--- config.mk ---
export PLATFORM = sky130hd
export DESIGN_NAME = usf_status
export DESIGN_NICKNAME = d
export VERILOG_FILES = /design/src/include/usf_pkg.sv /design/src/hdl/usf_status.sv
export SDC_FILE = /design/constraint.sdc
export NUM_CORES = 1
export LEC_CHECK = 0
export ABC_AREA = 1
export CAP_MARGIN = 10
export CORE_MARGIN = 4
export CORE_UTILIZATION = 60
export CTS_BUF_LIST = sky130_fd_sc_hd__clkbuf_4 sky130_fd_sc_hd__clkbuf_8
export DETAILED_ROUTE_END_ITERATION = 10
export DONT_BUFFER_PORTS = 1
export PLACE_DENSITY = 0.82
export SYNTH_ARGS = -nofsm -noshare
export SYNTH_HDL_FRONTEND = slang
export SYNTH_SLANG_ARGS = --single-unit
--- constraint.sdc ---
create_clock -name SYS_CLK -period 1.95 [get_ports SYS_CLK]
set_input_delay 0.585 -clock SYS_CLK [delete_from_list [all_inputs] [get_ports SYS_CLK]]
set_output_delay 0.585 -clock SYS_CLK [all_outputs]
set_load 0.01 [all_outputs]
--- src/include/usf_pkg.sv ---
// constants and carrier types for the serial status-flag block
// assumes one bus clock and a byte-wide register port with a 3-bit address
package usf_pkg;
	// register offsets
	localparam logic [2:0] ADDR_CTRL1   = 3'h2;
	localparam logic [2:0] ADDR_CTRL2   = 3'h3;
	localparam logic [2:0] ADDR_STATUS  = 3'h4;
	localparam logic [2:0] ADDR_DATA_HI = 3'h6;
	localparam logic [2:0] ADDR_DATA_LO = 3'h7;
	// control field positions
	localparam int CTRL1_MODE9_BIT  = 4;
	localparam int CTRL1_PAR_EN_BIT = 1;
	localparam int CTRL1_PAR_TY_BIT = 0;
	localparam int CTRL2_RIE_BIT    = 5;
	localparam int CTRL2_STBY_BIT   = 1;
	// data high field positions
	localparam int DATA_HI_R8_BIT = 7;
	localparam int DATA_HI_T8_BIT = 6;
	// idle thresholds in bit times
	localparam logic [3:0] IDLE_ONES_8 = 4'ha;
	localparam logic [3:0] IDLE_ONES_9 = 4'hb;
	// reset values
	localparam logic [7:0] FLAGS_RESET = 8'hc0;
	localparam logic [8:0] DATA_RESET  = 9'h000;

	// status flags, msb first as they sit in the status register
	typedef struct packed {
		logic tx_buffer_empty_flag;
		logic tx_complete_flag;
		logic rx_buffer_full_flag;
		logic rx_idle_flag;
		logic rx_overrun_flag;
		logic rx_noise_flag;
		logic stop_bit_error_flag;
		logic parity_mismatch_flag;
	} usf_flags_type;

	// one finished frame from the receive shifter
	typedef struct packed {
		logic       done;
		logic       noise;
		logic       stop_bit;
		logic [8:0] data;
	} usf_rx_frame_type;

	// whole state of the block
	typedef struct packed {
		usf_flags_type flags;
		usf_flags_type armed_clr;
		logic          idle_armed;
		logic [3:0]    ones_cnt;
		logic [8:0]    rx_data;
		logic [8:0]    tx_data;
		logic          tx_write;
		logic          mode9;
		logic          parity_enable_bit;
		logic          parity_type_bit;
		logic          rx_standby_bit;
		logic          rx_full_irq_enable;
		logic [7:0]    rd_data;
	} usf_state_type;
endpackage

--- src/hdl/usf_status.sv ---
// status-flag logic of an asynchronous serial transceiver
// assumes the shifters and baud logic sit outside and report events as one-cycle pulses
//
// Contract
// a flag clears only after a status read, then a data register access; tx-complete here also clears while TX_QUEUE or TX_BUSY is high
// writes to the status register change no flag
// tx-buffer-empty sets when the tx shifter takes the data register
// tx-buffer-empty clears by status read with it set, then data-low write
// tx-complete low while sending, high when buffer empty and nothing sent
// tx-complete clears by status read then data-low write, or when queued
// tx-complete set and clear together leaves it cleared
// rx-buffer-full sets when a frame moves into the rx data register
// rx-buffer-full clears by status read with it set, then data-low read
// idle sets after 10 ones in 8-bit mode, 11 in 9-bit mode
// after idle clears, a valid frame must set rx-full before idle again
// idle line does not set idle flag while standby bit is set
// idle clears by status read with it set, then data-low read
// overrun sets when a second frame completes before the data read
// on overrun the new frame is dropped and rx data kept
// overrun clears by status read with it set, then data-low read
// software does a dummy data-low read if overrun shows without rx-full
// noise flag sets with rx-full, not on overrun
// stop-bit error sets with rx-full on zero stop bit, not on overrun
// while stop-bit error is set, further frames are not received
// parity mismatch sets with rx-full when enabled, not on overrun
// noise, stop-bit and parity flags clear by status read then data-low read
// mode bit selects eight or nine data bits, one start and one stop
// hardware clears the standby bit when the receiver wakes
// rx interrupt enable gates both rx-full and overrun requests
// a status read latches set flags; only those clear on the later access
`timescale 1ns/100ps
`default_nettype none

module usf_status (
	input  wire logic                      SYS_CLK,
	input  wire logic                      RST_B,
	input  wire logic [2:0]                REG_ADDR,
	input  wire logic [7:0]                REG_WDATA,
	input  wire logic                      REG_WR,
	input  wire logic                      REG_RD,
	output logic [7:0]                     REG_RDATA,
	input  wire logic                      TX_LOAD,
	input  wire logic                      TX_BUSY,
	input  wire logic                      TX_QUEUE,
	output logic [8:0]                     TX_DATA,
	output logic                           TX_WRITE,
	input  wire usf_pkg::usf_rx_frame_type RX_FRAME,
	input  wire logic                      RX_BIT_STB,
	input  wire logic                      RX_BIT_VAL,
	input  wire logic                      RX_WAKE,
	output logic                           RX_MODE9,
	output logic                           RX_STANDBY,
	output logic                           RX_IRQ
);

	usf_pkg::usf_state_type state_reg;
	usf_pkg::usf_state_type state_next;

	// decoded bus accesses, frame qualification, idle limit, flag clear and set masks
	logic                   rd_status;
	logic                   rd_data_lo;
	logic                   wr_data_lo;
	logic                   frame_ok;
	logic                   frame_ovr;
	logic                   par_bad;
	logic [3:0]             idle_limit;
	usf_pkg::usf_flags_type clr_rx;
	usf_pkg::usf_flags_type clr_tx;
	usf_pkg::usf_flags_type set_f;

	////////////////////////////////////////////////////////////////////////
	// access decode and frame qualification
	assign rd_status  = REG_RD && (REG_ADDR == usf_pkg::ADDR_STATUS);
	assign rd_data_lo = REG_RD && (REG_ADDR == usf_pkg::ADDR_DATA_LO);
	assign wr_data_lo = REG_WR && (REG_ADDR == usf_pkg::ADDR_DATA_LO);
	// frames are refused while a stop-bit error stands
	assign frame_ok   = RX_FRAME.done && !state_reg.flags.stop_bit_error_flag;
	assign frame_ovr  = frame_ok && state_reg.flags.rx_buffer_full_flag;
	// parity over all data bits, parity bit included
	assign par_bad    = state_reg.parity_enable_bit
		&& ((^(state_reg.mode9 ? RX_FRAME.data : {1'b0, RX_FRAME.data[7:0]}))
		!= state_reg.parity_type_bit);
	assign idle_limit = state_reg.mode9 ? usf_pkg::IDLE_ONES_9 : usf_pkg::IDLE_ONES_8;

	////////////////////////////////////////////////////////////////////////
	// clear masks: only flags latched at the last status read
	always_comb begin
		clr_rx = '0;
		clr_tx = '0;
		if (rd_data_lo) begin
			clr_rx = state_reg.armed_clr;
			clr_rx.tx_buffer_empty_flag = 1'b0;
			clr_rx.tx_complete_flag     = 1'b0;
		end
		if (wr_data_lo) begin
			clr_tx.tx_buffer_empty_flag = state_reg.armed_clr.tx_buffer_empty_flag;
			clr_tx.tx_complete_flag     = state_reg.armed_clr.tx_complete_flag;
		end
	end

	////////////////////////////////////////////////////////////////////////
	// set events
	always_comb begin
		set_f = '0;
		set_f.tx_buffer_empty_flag = TX_LOAD;
		set_f.tx_complete_flag     = state_reg.flags.tx_buffer_empty_flag && !TX_BUSY;
		set_f.rx_buffer_full_flag  = frame_ok && !frame_ovr;
		set_f.rx_overrun_flag      = frame_ovr;
		set_f.rx_noise_flag        = frame_ok && !frame_ovr && RX_FRAME.noise;
		set_f.stop_bit_error_flag  = frame_ok && !frame_ovr && !RX_FRAME.stop_bit;
		set_f.parity_mismatch_flag = frame_ok && !frame_ovr && par_bad;
		// idle flag only when armed by a frame and not in standby
		set_f.rx_idle_flag = RX_BIT_STB && RX_BIT_VAL
			&& (state_reg.ones_cnt == idle_limit - 4'h1)
			&& state_reg.idle_armed && !state_reg.rx_standby_bit;
	end

	////////////////////////////////////////////////////////////////////////
	// next state
	always_comb begin
		state_next          = state_reg;
		state_next.tx_write = 1'b0;
		// set wins over clear, except tx-complete where clear wins
		state_next.flags = (state_reg.flags & ~(clr_rx | clr_tx)) | set_f;
		state_next.flags.tx_complete_flag = (state_reg.flags.tx_complete_flag
			|| set_f.tx_complete_flag) && !clr_tx.tx_complete_flag
			&& !TX_QUEUE && !TX_BUSY;
		// consumed latch bits are dropped
		state_next.armed_clr = state_reg.armed_clr & ~(clr_rx | clr_tx);
		if (rd_status) begin
			state_next.armed_clr = state_reg.flags;
		end
		// consecutive ones on the receive line
		if (RX_BIT_STB) begin
			if (!RX_BIT_VAL) begin
				state_next.ones_cnt = 4'h0;
			end else if (state_reg.ones_cnt != 4'hf) begin
				state_next.ones_cnt = state_reg.ones_cnt + 4'h1;
			end
		end
		// idle arming
		if (set_f.rx_buffer_full_flag) begin
			state_next.idle_armed = 1'b1;
		end else if (set_f.rx_idle_flag || clr_rx.rx_idle_flag) begin
			state_next.idle_armed = 1'b0;
		end
		// received data, kept on overrun or error block
		if (set_f.rx_buffer_full_flag) begin
			state_next.rx_data = RX_FRAME.data;
		end
		// register writes; status writes fall through untouched
		if (REG_WR) begin
			case (REG_ADDR)
				usf_pkg::ADDR_CTRL1: begin
					state_next.mode9             = REG_WDATA[usf_pkg::CTRL1_MODE9_BIT];
					state_next.parity_enable_bit = REG_WDATA[usf_pkg::CTRL1_PAR_EN_BIT];
					state_next.parity_type_bit   = REG_WDATA[usf_pkg::CTRL1_PAR_TY_BIT];
				end
				usf_pkg::ADDR_CTRL2: begin
					state_next.rx_full_irq_enable = REG_WDATA[usf_pkg::CTRL2_RIE_BIT];
					state_next.rx_standby_bit     = REG_WDATA[usf_pkg::CTRL2_STBY_BIT];
				end
				usf_pkg::ADDR_DATA_HI: begin
					state_next.tx_data[8] = REG_WDATA[usf_pkg::DATA_HI_T8_BIT];
				end
				usf_pkg::ADDR_DATA_LO: begin
					state_next.tx_data[7:0] = REG_WDATA;
					state_next.tx_write     = 1'b1;
				end
				default: begin
				end
			endcase
		end
		// wakeup clears standby
		if (RX_WAKE) begin
			state_next.rx_standby_bit = 1'b0;
		end
		// read data, valid the cycle after the strobe
		state_next.rd_data = 8'h00;
		if (REG_RD) begin
			case (REG_ADDR)
				usf_pkg::ADDR_CTRL1: begin
					state_next.rd_data[usf_pkg::CTRL1_MODE9_BIT]  = state_reg.mode9;
					state_next.rd_data[usf_pkg::CTRL1_PAR_EN_BIT] = state_reg.parity_enable_bit;
					state_next.rd_data[usf_pkg::CTRL1_PAR_TY_BIT] = state_reg.parity_type_bit;
				end
				usf_pkg::ADDR_CTRL2: begin
					state_next.rd_data[usf_pkg::CTRL2_RIE_BIT]  = state_reg.rx_full_irq_enable;
					state_next.rd_data[usf_pkg::CTRL2_STBY_BIT] = state_reg.rx_standby_bit;
				end
				usf_pkg::ADDR_STATUS: begin
					state_next.rd_data = state_reg.flags;
				end
				usf_pkg::ADDR_DATA_HI: begin
					state_next.rd_data[usf_pkg::DATA_HI_R8_BIT] = state_reg.rx_data[8];
					state_next.rd_data[usf_pkg::DATA_HI_T8_BIT] = state_reg.tx_data[8];
				end
				usf_pkg::ADDR_DATA_LO: begin
					state_next.rd_data = state_reg.rx_data[7:0];
				end
				default: begin
				end
			endcase
		end
	end

	////////////////////////////////////////////////////////////////////////
	// state register
	always_ff @(posedge SYS_CLK) begin
		if (!RST_B) begin
			state_reg       <= '0;
			state_reg.flags <= usf_pkg::FLAGS_RESET;
			state_reg.rx_data <= usf_pkg::DATA_RESET;
			state_reg.tx_data <= usf_pkg::DATA_RESET;
		end else begin
			state_reg <= state_next;
		end
	end

	////////////////////////////////////////////////////////////////////////
	// outputs
	assign REG_RDATA  = state_reg.rd_data;
	assign TX_DATA    = state_reg.tx_data;
	assign TX_WRITE   = state_reg.tx_write;
	assign RX_MODE9   = state_reg.mode9;
	assign RX_STANDBY = state_reg.rx_standby_bit;
	// rx request, muted in standby
	assign RX_IRQ = state_reg.rx_full_irq_enable && !state_reg.rx_standby_bit
		&& (state_reg.flags.rx_buffer_full_flag || state_reg.flags.rx_overrun_flag);
endmodule

`default_nettype wire

## Yosys cells after proc, flatten, opt, wreduce, memory -nomap -nowiden

Index checks and enable logic that the tools add are counted.

| storage, ports and cells | value |
|---|---|
| word-level logic and storage cells | 101 |
| register bits | 53 |
| output and inout port bits | 21 |
| input port bits | 33 |

| operators by class | value |
|---|---|
| bitwise operators | 6 |
| muxes and demuxes | 16 |
| eq/ne operators | 9 |
| add/subtract/negate cells | 2 |
| reductions and logical operators | 40 |

Operators by type and width:

| kind | number |
|---|---|
| $logic_and 1x1->1 | 20 |
| $and 8x8->8 | 2 |
| $or 8x8->8 | 2 |
| $reduce_and 2->1 | 7 |
| $eq 3x3->1 const B | 3 |
| $mux 9 | 1 |
| $pmux 1 s3 | 3 |
| $reduce_xor 9->1 | 1 |
| $mux 4 | 2 |
| $mux 8 | 1 |
| $not 8->8 | 1 |
| $logic_not 1->1 | 7 |
| $eq 3x2->1 const B | 2 |
| $mux 6 | 1 |
| $pmux 2 s3 | 1 |
| $add 4x1->4 const B | 1 |
| $eq 4x4->1 | 1 |
| $mux 1 | 4 |
| $ne 4x4->1 const B | 1 |
| $pmux 1 s4 | 1 |
| $pmux 2 s2 | 1 |
| $sub 4x1->4 const B | 1 |
| $logic_or 1x1->1 | 3 |
| $mux 2 | 1 |
| 5 further kinds | 5 |

## Depth between registers and ports, before layout

Gate-level depths: netlist of the first run.

| logic depth | value |
|---|---|
| depth in word-level cells | 9 |
| depth in mapped cells | 11 |
| gate-level depth less buffers | 11 |

## Worst setup path before layout of the first run

OpenSTA, ideal clock, no wires.

| timing path | value |
|---|---|
| path type | input-to-reg |
| from | input port RX_BIT_VAL |
| to | register state_reg[35] in the netlist's numbering |
| path buffers | 0 |
| required time | 1,824 ps |
| setup slack | 435 ps |
| stages on the path | 6 |
| setup time | 126 ps |
| data arrival time | 1,389 ps |
| path through | nand2_1 -> o21ai_0 -> inv_1 -> nand4_1 -> xor2_1 -> nor2_1 |

| on the way | value |
|---|---|
| longest elaborated chain between the ends | 2 |
| elaborated cells between the ends (all ways) | 3 |
| classes of those cells | eq/ne (1); mux (1); reduce/logical (1) |

RTL lines:

| element | RTL line | source |
|---|---|---|
| start, declared | usf_status.sv:49 | `input wire logic RX_BIT_VAL,` |
| $ne 2x1->1 (no source line) | - |  |
| $reduce_and 2->1 (no source line) | - |  |
| end signal, assigned | usf_status.sv:216 | `state_reg <= state_next;` |
| end, declared | usf_status.sv:56 | `usf_pkg::usf_state_type state_reg;` |

Parallel ways exist; a longest one is shown, timed or not.
A chain may end at the register's enable or synchronous reset.

## Worst setup path after layout of the first run

| timing path | value |
|---|---|
| from | register state_reg[50] in the netlist's numbering |
| to | output port RX_IRQ |

| on the way | value |
|---|---|
| longest elaborated chain between the ends | 2 |

RTL lines:

| element | RTL line | source |
|---|---|---|
| $logic_or 1x1->1 | usf_status.sv:229 | `&& (state_reg.flags.rx_buffer_full_flag \|\| state_reg.flags.rx_overrun_flag);` |
| $logic_and 1x1->1 | usf_status.sv:229 |  |
| end, declared | usf_status.sv:53 | `output logic RX_IRQ` |

No other way between the ends.

==> results of run 1 <==
[final timing paths]
| path | start | end | slack [ns] | depth (start not counted) |
|---|---|---|---|---|
| worst min register to register | state_reg[41]$_SDFF_PN0_ | state_reg[41]$_SDFF_PN0_ | 0.47 | 2 |
| worst min-delay path | RST_B | state_reg[52]$_SDFF_PN1_ | 0.35 | 1 |
| worst max-delay path | state_reg[50]$_SDFF_PN0_ | RX_IRQ | 0.19 | 2 |
| worst max register to register | state_reg[32]$_SDFFE_PN0P_ | state_reg[32]$_SDFFE_PN0P_ | 0.49 | 6 |
[stage by stage]
step	area, µm²	hold WS [ns]
after floorplan	2410	0.430
after global placement	2330	0.450
final	2430	0.345
after CTS	2430	0.344
after global routing	2430	0.335
after detailed placement	2330	0.452
[report_power, final]
| group | internal [µW] | switching [µW] | total, µW |
|---|---|---|---|
| Combinational | 67.2 | 118 | 185 |
| Sequential | 1130 | 39.0 | 1170 |
| Clock | 321 | 334 | 655 |
| Total | 1520 | 491 | 2010 |
[critical path, delay by kind of cell (launching register included)]
family	cells	cell delay, ns
simple gates	2	0.42
flops	1	0.46
[metal layers]
layer / GRT usage / up-vias / wire [µm]
met5: 0 / - / 0
met1: 0.274 / 881 / 2290
met4: 0.0501 / 0 / 65
li1: - / 1012 / -
met2: 0.339 / 66 / 2540
met3: 0.0715 / 7 / 371
[cells in the final DEF, fill, tap and decap left out, types with 2 or more instances in the layout]
master,instances
sky130_fd_sc_hd__buf_4,3
sky130_fd_sc_hd__dfxtp_1,53
sky130_fd_sc_hd__o21ai_0,31
sky130_fd_sc_hd__nor2_1,27
sky130_fd_sc_hd__nand3_1,13
sky130_fd_sc_hd__inv_2,5
sky130_fd_sc_hd__o211ai_1,3
sky130_fd_sc_hd__nand4_1,3
sky130_fd_sc_hd__xor2_1,2
sky130_fd_sc_hd__nor2_8,2
sky130_fd_sc_hd__inv_1,26
sky130_fd_sc_hd__a21oi_1,34
sky130_fd_sc_hd__nand2_1,75
sky130_fd_sc_hd__nand2_2,3
sky130_fd_sc_hd__clkbuf_8,7
sky130_fd_sc_hd__nor3_1,3
sky130_fd_sc_hd__a221oi_1,3
sky130_fd_sc_hd__nor2_2,8
[area by class of cell]
class                           count  area [µm²]
Fill cell                         315        1340
Timing Repair Buffer                3        22.5
Sequential cell                    53        1060
Clock inverter                      1        5.00
Multi-Input combinational cell    216        1060
Tap cell                           48        60.1
Clock buffer                        7        96.3
Inverter                           32         123
[cell families (layout without fill, tap and decap cells)]
family	count (synthesis)	count (layout)	share of synthesized area
compound gates	76	76	0.170
fa+ha+maj	1	1	0.00519
flops	53	53	0.440
xor+xnor	2	2	0.00726
simple gates	137	137	0.259
buf+inv	56	43	0.119
==> metrics.csv, run 1 <==
stage,metric,value,unit
status,outcome,"finished, final reports clean",
placed_design,half_perimeter_wire_length_after_placement,4040,µm
timing,final_number_of_max_transition_violations,0,
cells_and_area,finish.net_count,345,
timing,tightestPinTransition,0.460,ns
floorplanning,floorplan.die.height,71.4,µm
yosys,ys_async_sr_fraction,0,
clock_network,cts_max_path_buffers,2,
timing,final_period_minus_worst_setup_slack,1.76,ns
timing,grt_setup_unrepaired,no,
cells_and_area,largest_register_ffs,33,
placed_design,place.detailed.instances,352,
placed_design,place_congestion,0.865,
timing,finalSetupViolations,0,
critical_path,timing.critical_path.cells,nor2_1 > nor3_1,
cells_and_area,diodes,0,
detailed_routing,postRouteAntennaNets,0,
clock_network,buffers_inserted_during_post_cts_setup_optimization,0,
power,power_leakage,0.00102,µW
job,cap_violations,0,
critical_path,worstPathRequired,1.36,ns
critical_path,critPathCaptureType,output pin,
critical_path,critPathMaxStageDelay,0.46,ns
yosys,netlist_area,0.00241,mm²
yosys,synthMostInstantiatedCell,sky130_fd_sc_hd__nand2_1,
floorplanning,core_region_area,0.00377,mm²
floorplanning,design.die.area,0.00510,mm²
clock_network,cts_made_buffers,5,
clock_network,cts_tree,yes,
global_routing,track_usage,0.211,
cells_and_area,area_delta_synth_final,0.830,%
timing,final_min_period_over_clock_period,0.901,
detailed_routing,drc,0,
floorplanning,rows,22,
min_path,worstHoldPathType,in2reg,
clock_network,post_cts_hold_buffer_count,0,
yosys,synth.lib_cells_used.distinct,31,
clock_network,clock_sinks,53,
clock_network,clock_insertion_delay_worst_skew,0.30,ns
yosys,yosysTopAreaCellShare,0.440,
yosys,synth.net_count,359,
cells_and_area,drive_above_1_share,0.103,
power,power.ir.vdd_worst,607,µV
yosys,ys_seq_area_frac,0.440,
yosys,ys_warn_count,0,
detailed_routing,dr_total_vias,1966,
critical_path,critical_path_class,reg2out,
critical_path,worstPathMaxFanout,6,
timing,max_clock_freq,0.569,GHz
global_routing,wire_length_of_the_first_global_routing_pass,8650,µm
critical_path,cp_slowest_cell,sky130_fd_sc_hd__dfxtp_1,
yosys,number_of_synthesized_flops_with_an_enable_pin,0,
cells_and_area,layoutNonFillerInstCount,360,
placed_design,place.port_buffers,0,
timing,timing.final.hold_violations,0,
power,power_density_of_the_placed_cells,826,mW/mm²
timing,slew-limit-headroom,0.693,
global_routing,vias_in_the_first_global_route,1811,
cells_and_area,postLayoutCoreUtil,0.645,
yosys,postSynthAreaPerCell,7.42,µm²
yosys,synth_ff_type,sky130_fd_sc_hd__dfxtp_1,
timing,clock_skew,0.00537,ns
global_routing,antenna_found_initial,0,
clock_network,max_h_tree_level,2,
yosys,synthCells,325,
detailed_routing,wire_per_inst,14.6,µm
timing,final.setup.tns,0,ns
power,report.power.total,2010,µW
placed_design,dp_worst_setup_slack,0.354,ns
yosys,synth_area_leaders,"sky130_fd_sc_hd__dfxtp_1, sky130_fd_sc_hd__nand2_1, sky130_fd_sc_hd__a21oi_1",
detailed_routing,detail_route.iter0.violations,188,
floorplanning,floorplan.die.width,71.4,µm
detailed_routing,wl,5260,µm
detailed_routing,route.detailed.vias_per_inst,5.46,
clock_network,post_cts_resized,0,
yosys,yosys_register_bits,53,
floorplanning,ioPinCount,54,
timing,post-route-worst-setup-slack,0.193,ns
floorplanning,starting_density,0.640,
detailed_routing,drt_pass1_iterations,5,
yosys,synth.cells.most_frequent,"sky130_fd_sc_hd__nand2_1, sky130_fd_sc_hd__dfxtp_1, sky130_fd_sc_hd__a21oi_1, sky130_fd_sc_hd__o21ai_0, sky130_fd_sc_hd__nor2_1",
yosys,synth.largest_area_cell,sky130_fd_sc_hd__dfxtp_1,
critical_path,timing.critical_path.arrival,1.17,ns
clock_network,cts-root-buf,sky130_fd_sc_hd__clkbuf_8,
global_routing,grt_start_max_net_pins,34,
clock_network,clk_pin_slew,0.09,ns
critical_path,cp-start-kind,flop,
global_routing,grt_remaining_overflow,0,
No activity file was read; power rests on OpenSTA's default activity.
==> run 2, diff against run 1 <==
Settings changed: MAX_ROUTING_LAYER set to met4.
==> run 2 against run 1 <==
  * Die area is the same
  * Core utilization is the same
  * Largest cell class unchanged
  * Critical path type unchanged
  * Cell area is the same
==> metrics.csv, run 2 (synthesized netlist as in run 1, its figures left out) <==
stage,metric,value,unit,change
timing,final_min_period_over_clock_period,0.907,,+0.00615
detailed_routing,drt_pass1_iterations,4,,-1
floorplanning,starting_density,0.640,,unchanged
timing,final.setup.tns,0,ns,unchanged
cells_and_area,layout_common_cells,"sky130_fd_sc_hd__nand2_1, sky130_fd_sc_hd__dfxtp_1, sky130_fd_sc_hd__a21oi_1, sky130_fd_sc_hd__o21ai_0, sky130_fd_sc_hd__nor2_1",,
timing,grt_setup_unrepaired,no,,
timing,finalSetupViolations,0,,unchanged
timing,tightestPinTransition,0.463,ns,+0.00230 ns
floorplanning,rows,22,,unchanged
placed_design,place.port_buffers,0,,unchanged
clock_network,clk_pin_slew,0.09,ns,about the same
clock_network,clock_sinks,53,,unchanged
clock_network,cts-root-buf,sky130_fd_sc_hd__clkbuf_8,,
critical_path,critPathMaxStageDelay,0.46,ns,about the same
placed_design,place_congestion,0.879,,+1.6%
detailed_routing,route.detailed.vias_per_inst,5.52,,+1.1%
timing,max_clock_freq,0.565,GHz,-0.68%
timing,final_period_minus_worst_setup_slack,1.77,ns,+0.0120 ns
power,power_leakage,0.00102,µW,unchanged
global_routing,met3_usage,0.0547,,-0.0168
global_routing,globalRouteMet1Util,0.278,,+0.00346
critical_path,worstPathMaxFanout,6,,unchanged
critical_path,critPathCaptureType,output pin,,
floorplanning,design.die.area,0.00510,mm²,unchanged
global_routing,top_usage_layer,met2,,
critical_path,cp_slowest_cell,sky130_fd_sc_hd__dfxtp_1,,
cells_and_area,drive_above_1_share,0.103,,unchanged
cells_and_area,final_area,0.00243,mm²,unchanged
clock_network,cts_max_path_buffers,2,,unchanged
clock_network,clock_insertion_delay_worst_skew,0.30,ns,about the same
global_routing,met2_usage,0.339,,unchanged
power,power_density_of_the_placed_cells,826,mW/mm²,about the same
cells_and_area,area_delta_synth_final,0.830,%,unchanged
critical_path,timing.critical_path.cells,nor2_1 > nor3_1,,
clock_network,buffers_inserted_during_post_cts_setup_optimization,0,,unchanged
timing,clock_skew,0.00418,ns,-0.00119 ns
detailed_routing,drc,0,,unchanged
timing,hold_ws,0.345,ns,+0.000239 ns
min_path,worstHoldPathType,in2reg,,
global_routing,track_usage,0.217,,+0.00569
detailed_routing,wire_per_inst,14.6,µm,-0.38%
timing,timing.final.hold_violations,0,,unchanged
clock_network,cts_made_buffers,5,,unchanged
clock_network,cts_tree,yes,,
global_routing,grt_remaining_overflow,0,,unchanged
cells_and_area,most_common_library_cell_in_the_layout_ignoring_fill_and_taps,sky130_fd_sc_hd__nand2_1,,
global_routing,wire_length_of_the_first_global_routing_pass,8650,µm,about the same
critical_path,worstPathRequired,1.36,ns,about the same
cells_and_area,largest_register_ffs,33,,unchanged
job,cap_violations,0,,unchanged
cells_and_area,finish.net_count,345,,unchanged
floorplanning,floorplan.die.width,71.4,µm,unchanged
critical_path,cp-start-kind,flop,,
floorplanning,ioPinCount,54,,unchanged
detailed_routing,postRouteAntennaNets,0,,unchanged
critical_path,timing.critical_path.arrival,1.18,ns,about the same
detailed_routing,detail_route.iter0.violations,195,,+3.7%
clock_network,post_cts_resized,0,,unchanged
cells_and_area,diodes,0,,unchanged
global_routing,grt_start_max_net_pins,34,,unchanged
power,power.ir.vdd_worst,601,µV,-0.97%
timing,slew-limit-headroom,0.691,,-0.00153
global_routing,vias_in_the_first_global_route,1810,,-0.055%
critical_path,critical_path_class,reg2out,,
timing,final_number_of_max_transition_violations,0,,unchanged
status,outcome,"finished, final reports clean",,
placed_design,half_perimeter_wire_length_after_placement,4040,µm,unchanged
detailed_routing,wl,5240,µm,-0.38%
global_routing,antenna_found_initial,0,,unchanged
clock_network,post_cts_hold_buffer_count,0,,unchanged
detailed_routing,dr_total_vias,1987,,+1.1%
placed_design,dpl_cell_area,0.00233,mm²,unchanged
floorplanning,core_region_area,0.00377,mm²,unchanged
floorplanning,floorplan.die.height,71.4,µm,unchanged
clock_network,max_h_tree_level,2,,unchanged
## run 2: critical path, delay by kind of cell (launching register included)
| family | cells | cell delay [ns] |
|---|---|---|
| DFF | 1 | 0.46 |
| and+or+nand+nor | 2 | 0.42 |
## run 2: final cells by class
type                       count  area [µm²]
multi-input combinational    216        1060
inverter                      32         123
clock buffer                   7        96.3
clock inverter                 1        5.00
fill                         315        1340
sequential                    53        1060
timing repair buffer           3        22.5
tap                           48        60.1
## run 2: where the power goes
part | total [µW] | switching, µW | internal [µW]
Combinational | 186 | 118 | 67.2
Clock | 654 | 333 | 321
Sequential | 1170 | 39.2 | 1130
Total | 2010 | 491 | 1520
## run 2: final timing paths
path                                                  from                    endpoint  slack (ns)  cells past startpoint
worst min register to register    state_reg[41]$_SDFF_PN0_    state_reg[41]$_SDFF_PN0_        0.47                      2
worst max-delay path              state_reg[50]$_SDFF_PN0_                      RX_IRQ        0.18                      2
worst min-delay path                                 RST_B    state_reg[52]$_SDFF_PN1_        0.35                      1
worst max register to register  state_reg[32]$_SDFFE_PN0P_  state_reg[32]$_SDFFE_PN0P_        0.49                      6
## run 2: stage by stage
step                      utilization  power [µW]  cells  setup slack (ns)
final                           0.645        2010    360             0.181
after global routing            0.645        2110    360            0.0952
after CTS                       0.645        2020    360             0.176
after detailed placement        0.618        1380    352             0.354
after global placement          0.618        1370    352             0.402
after floorplan                     -        1350    325             0.435
## run 2: routing by layer
layer | vias up | wire (µm)
met3 | 8 | 368
met2 | 68 | 2520
met1 | 900 | 2290
li1 | 1011 | -
met5 | - | 0
met4 | 0 | 65
==> run 3, diff against run 2 <==
Settings changed: CORE_UTILIZATION 60 to 65, PLACE_DENSITY 0.82 to 0.87.
==> run 3 against run 2 <==
  * Final cell count decreased by 0.28%
  * Global-route usage rose by 2.5 points
  * Wire length is 1.8% lower
  * Sequential share of layout area is 0.42 points lower
  * Critical path depth did not move
  * Combinational power is 4% higher
  * Count of clock-buffer cells in the layout unchanged
  * Register-to-register slack hardly changed
  * Worst setup slack improved by 0.067 ns
  * Clock skew down 0.00079 ns
  * Core utilization is 6.3 points higher
  * Sequential cell count is the same
  * Critical path type unchanged
==> metrics.csv, run 3 (synthesized netlist as in run 1, its figures left out) <==
stage,metric,value,unit,change
status,outcome,"finished, final reports clean",,
critical_path,critical_path.reg2reg.startpoint,state_reg[32]$_SDFFE_PN0P_,,
detailed_routing,route.detailed.vias_per_inst,5.59,,+1.3%
detailed_routing,wl,5140,µm,-1.8%
clock_network,cts_max_path_buffers,2,,unchanged
cells_and_area,area_delta_synth_final,1.82,%,
timing,clock_skew,0.00339,ns,-0.000786 ns
critical_path,worstPathMaxFanout,4,,-2
global_routing,grt_remaining_overflow,0,,unchanged
detailed_routing,wire_per_inst,14.3,µm,-1.6%
power,power.switching_fraction,0.233,,-0.0116
min_path,hold_start,RST_B,,
placed_design,place_congestion,0.862,,-2.0%
critical_path,cp_top_family,simple AND/OR/NAND/NOR gates,,
placed_design,dpl_cell_area,0.00234,mm²,+0.21%
cells_and_area,fillers,301,,-4.4%
clock_network,max_h_tree_level,2,,unchanged
critical_path,critPathBufInv,0,,unchanged
detailed_routing,drc,0,,unchanged
timing,timing.final.hold_violations,0,,unchanged
power,register_share_of_total_power,0.548,,-0.034
power,cell_internal_pwr,1630,µW,+7.5%
clock_network,post_cts_hold_buffer_count,0,,unchanged
critical_path,cp-start-kind,flop,,
placed_design,place.port_buffers,0,,unchanged
cells_and_area,drive_above_1_share,0.105,,+0.00287
clock_network,clock_sinks,53,,unchanged
cells_and_area,layout_common_cells,"sky130_fd_sc_hd__nand2_1, sky130_fd_sc_hd__dfxtp_1, sky130_fd_sc_hd__a21oi_1, sky130_fd_sc_hd__o21ai_0, sky130_fd_sc_hd__nor2_1",,
timing,final_min_period_over_clock_period,0.873,,-0.0344
timing,grt_setup_unrepaired,no,,
clock_network,buffers_inserted_during_post_cts_setup_optimization,0,,unchanged
floorplanning,core_region_area,0.00347,mm²,-8.0%
global_routing,wire_length_of_the_first_global_routing_pass,8170,µm,-5.6%
detailed_routing,detail_route.iter0.violations,160,,-18%
detailed_routing,dr_total_vias,2008,,+1.1%
clock_network,post_cts_resized,0,,unchanged
floorplanning,floorplan.die.width,68.9,µm,-3.5%
critical_path,worstPathRequired,1.36,ns,about the same
job,cap_violations,0,,unchanged
critical_path,timing.critical_path.cells,nor2_1 > nor3_1,,
clock_network,cts_tree,yes,,
cells_and_area,postLayoutCoreUtil,0.708,,+0.0632
cells_and_area,diodes,0,,unchanged
critical_path,startpoint_of_the_most_critical_setup_path,state_reg[48]$_SDFF_PN0_,,
detailed_routing,drt_pass1_iterations,4,,unchanged
timing,hold_ws,0.347,ns,+0.00173 ns
timing,final_number_of_max_transition_violations,0,,unchanged
min_path,worstHoldPathType,in2reg,,
cells_and_area,most_common_library_cell_in_the_layout_ignoring_fill_and_taps,sky130_fd_sc_hd__nand2_1,,
power,comb_power_share,0.091,,about the same
global_routing,track_usage,0.242,,+0.0247
critical_path,timing.critical_path.arrival,1.12,ns,-0.06 ns
timing,max_clock_freq,0.588,GHz,+3.9%
placed_design,half_perimeter_wire_length_after_placement,3910,µm,-3.2%
critical_path,critPathMaxStageDelay,0.40,ns,-0.06 ns
critical_path,critical_path_class,reg2out,,
cells_and_area,final_area,0.00246,mm²,+0.98%
global_routing,antenna_found_initial,0,,unchanged
timing,final_period_minus_worst_setup_slack,1.70,ns,-0.0670 ns
power,clkPwrFrac,0.361,,+0.036
timing,final.setup.tns,0,ns,unchanged
clock_network,clock_insertion_delay_worst_skew,0.31,ns,about the same
detailed_routing,postRouteAntennaNets,0,,unchanged
power,power_leakage,0.00103,µW,+1.3%
cells_and_area,finish.net_count,346,,+0.29%
power,net_load_switching_power,495,µW,+0.83%
timing,finalSetupViolations,0,,unchanged
floorplanning,ioPinCount,54,,unchanged
power,power_density_of_the_placed_cells,866,mW/mm²,+4.8%
power,power.ir.vdd_worst,523,µV,-13%
floorplanning,starting_density,0.696,,+0.0558
floorplanning,design.die.area,0.00475,mm²,-6.8%
cells_and_area,seqCellArea,0.00106,mm²,unchanged
floorplanning,floorplan.die.height,68.9,µm,-3.5%
cells_and_area,multi_input_comb_area,0.00106,mm²,unchanged
timing,slew-limit-headroom,0.679,,-0.0121
global_routing,vias_in_the_first_global_route,1772,,-2.1%
critical_path,cp_slowest_cell,sky130_fd_sc_hd__dfxtp_1,,
clock_network,cts-root-buf,sky130_fd_sc_hd__clkbuf_8,,
clock_network,clk_pin_slew,0.09,ns,about the same
critical_path,critPathCaptureType,output pin,,
timing,tightestPinTransition,0.481,ns,+0.0181 ns
floorplanning,rows,21,,-4.5%
global_routing,grt_start_max_net_pins,34,,unchanged
clock_network,cts_made_buffers,5,,unchanged
cells_and_area,largest_register_ffs,33,,unchanged
## run 3: per-stage QoR
step	cells	total power, µW	worst slack (ns)
final	359	2130	0.248
after global placement	351	1370	0.391
after CTS	359	2130	0.239
after floorplan	325	1350	0.435
after global routing	359	2210	0.165
after detailed placement	351	1380	0.344
## run 3: layout make-up
class,count,area share
Clock buffer,7,0.0367
Clock inverter,1,0.0122
Inverter,32,0.0499
Multi-Input combinational cell,216,0.434
Sequential cell,53,0.432
Tap cell,46,0.0234
Timing Repair Buffer,4,0.0122
## run 3: path summary, 6_finish.rpt
kind | endpoint | slack, ns | cells after the start
min | state_reg[52]$_SDFF_PN1_ | 0.35 | 1
max | RX_IRQ | 0.25 | 2
max reg2reg | state_reg[35]$_SDFFE_PN0P_ | 0.48 | 8
min reg2reg | state_reg[44]$_SDFF_PN0_ | 0.47 | 2
## run 3: power groups by stage
stage,Combinational [µW],Clock (µW),Sequential [µW]
floorplan,173,0,1180
global placement,185,0,1190
detailed placement,192,0,1190
CTS,193,774,1170
global route,223,818,1170
finish,194,768,1170
## run 3: routing by layer
metal / wire, µm / share of wire / up-vias / global-route usage
li1: - / - / 1013 / -
met1: 2220 / 0.43 / 909 / 0.297
met2: 2400 / 0.47 / 78 / 0.379
met3: 454 / 0.088 / 8 / 0.0665
met4: 72 / 0.014 / 0 / 0.0925
met5: 0 / 0 / - / -
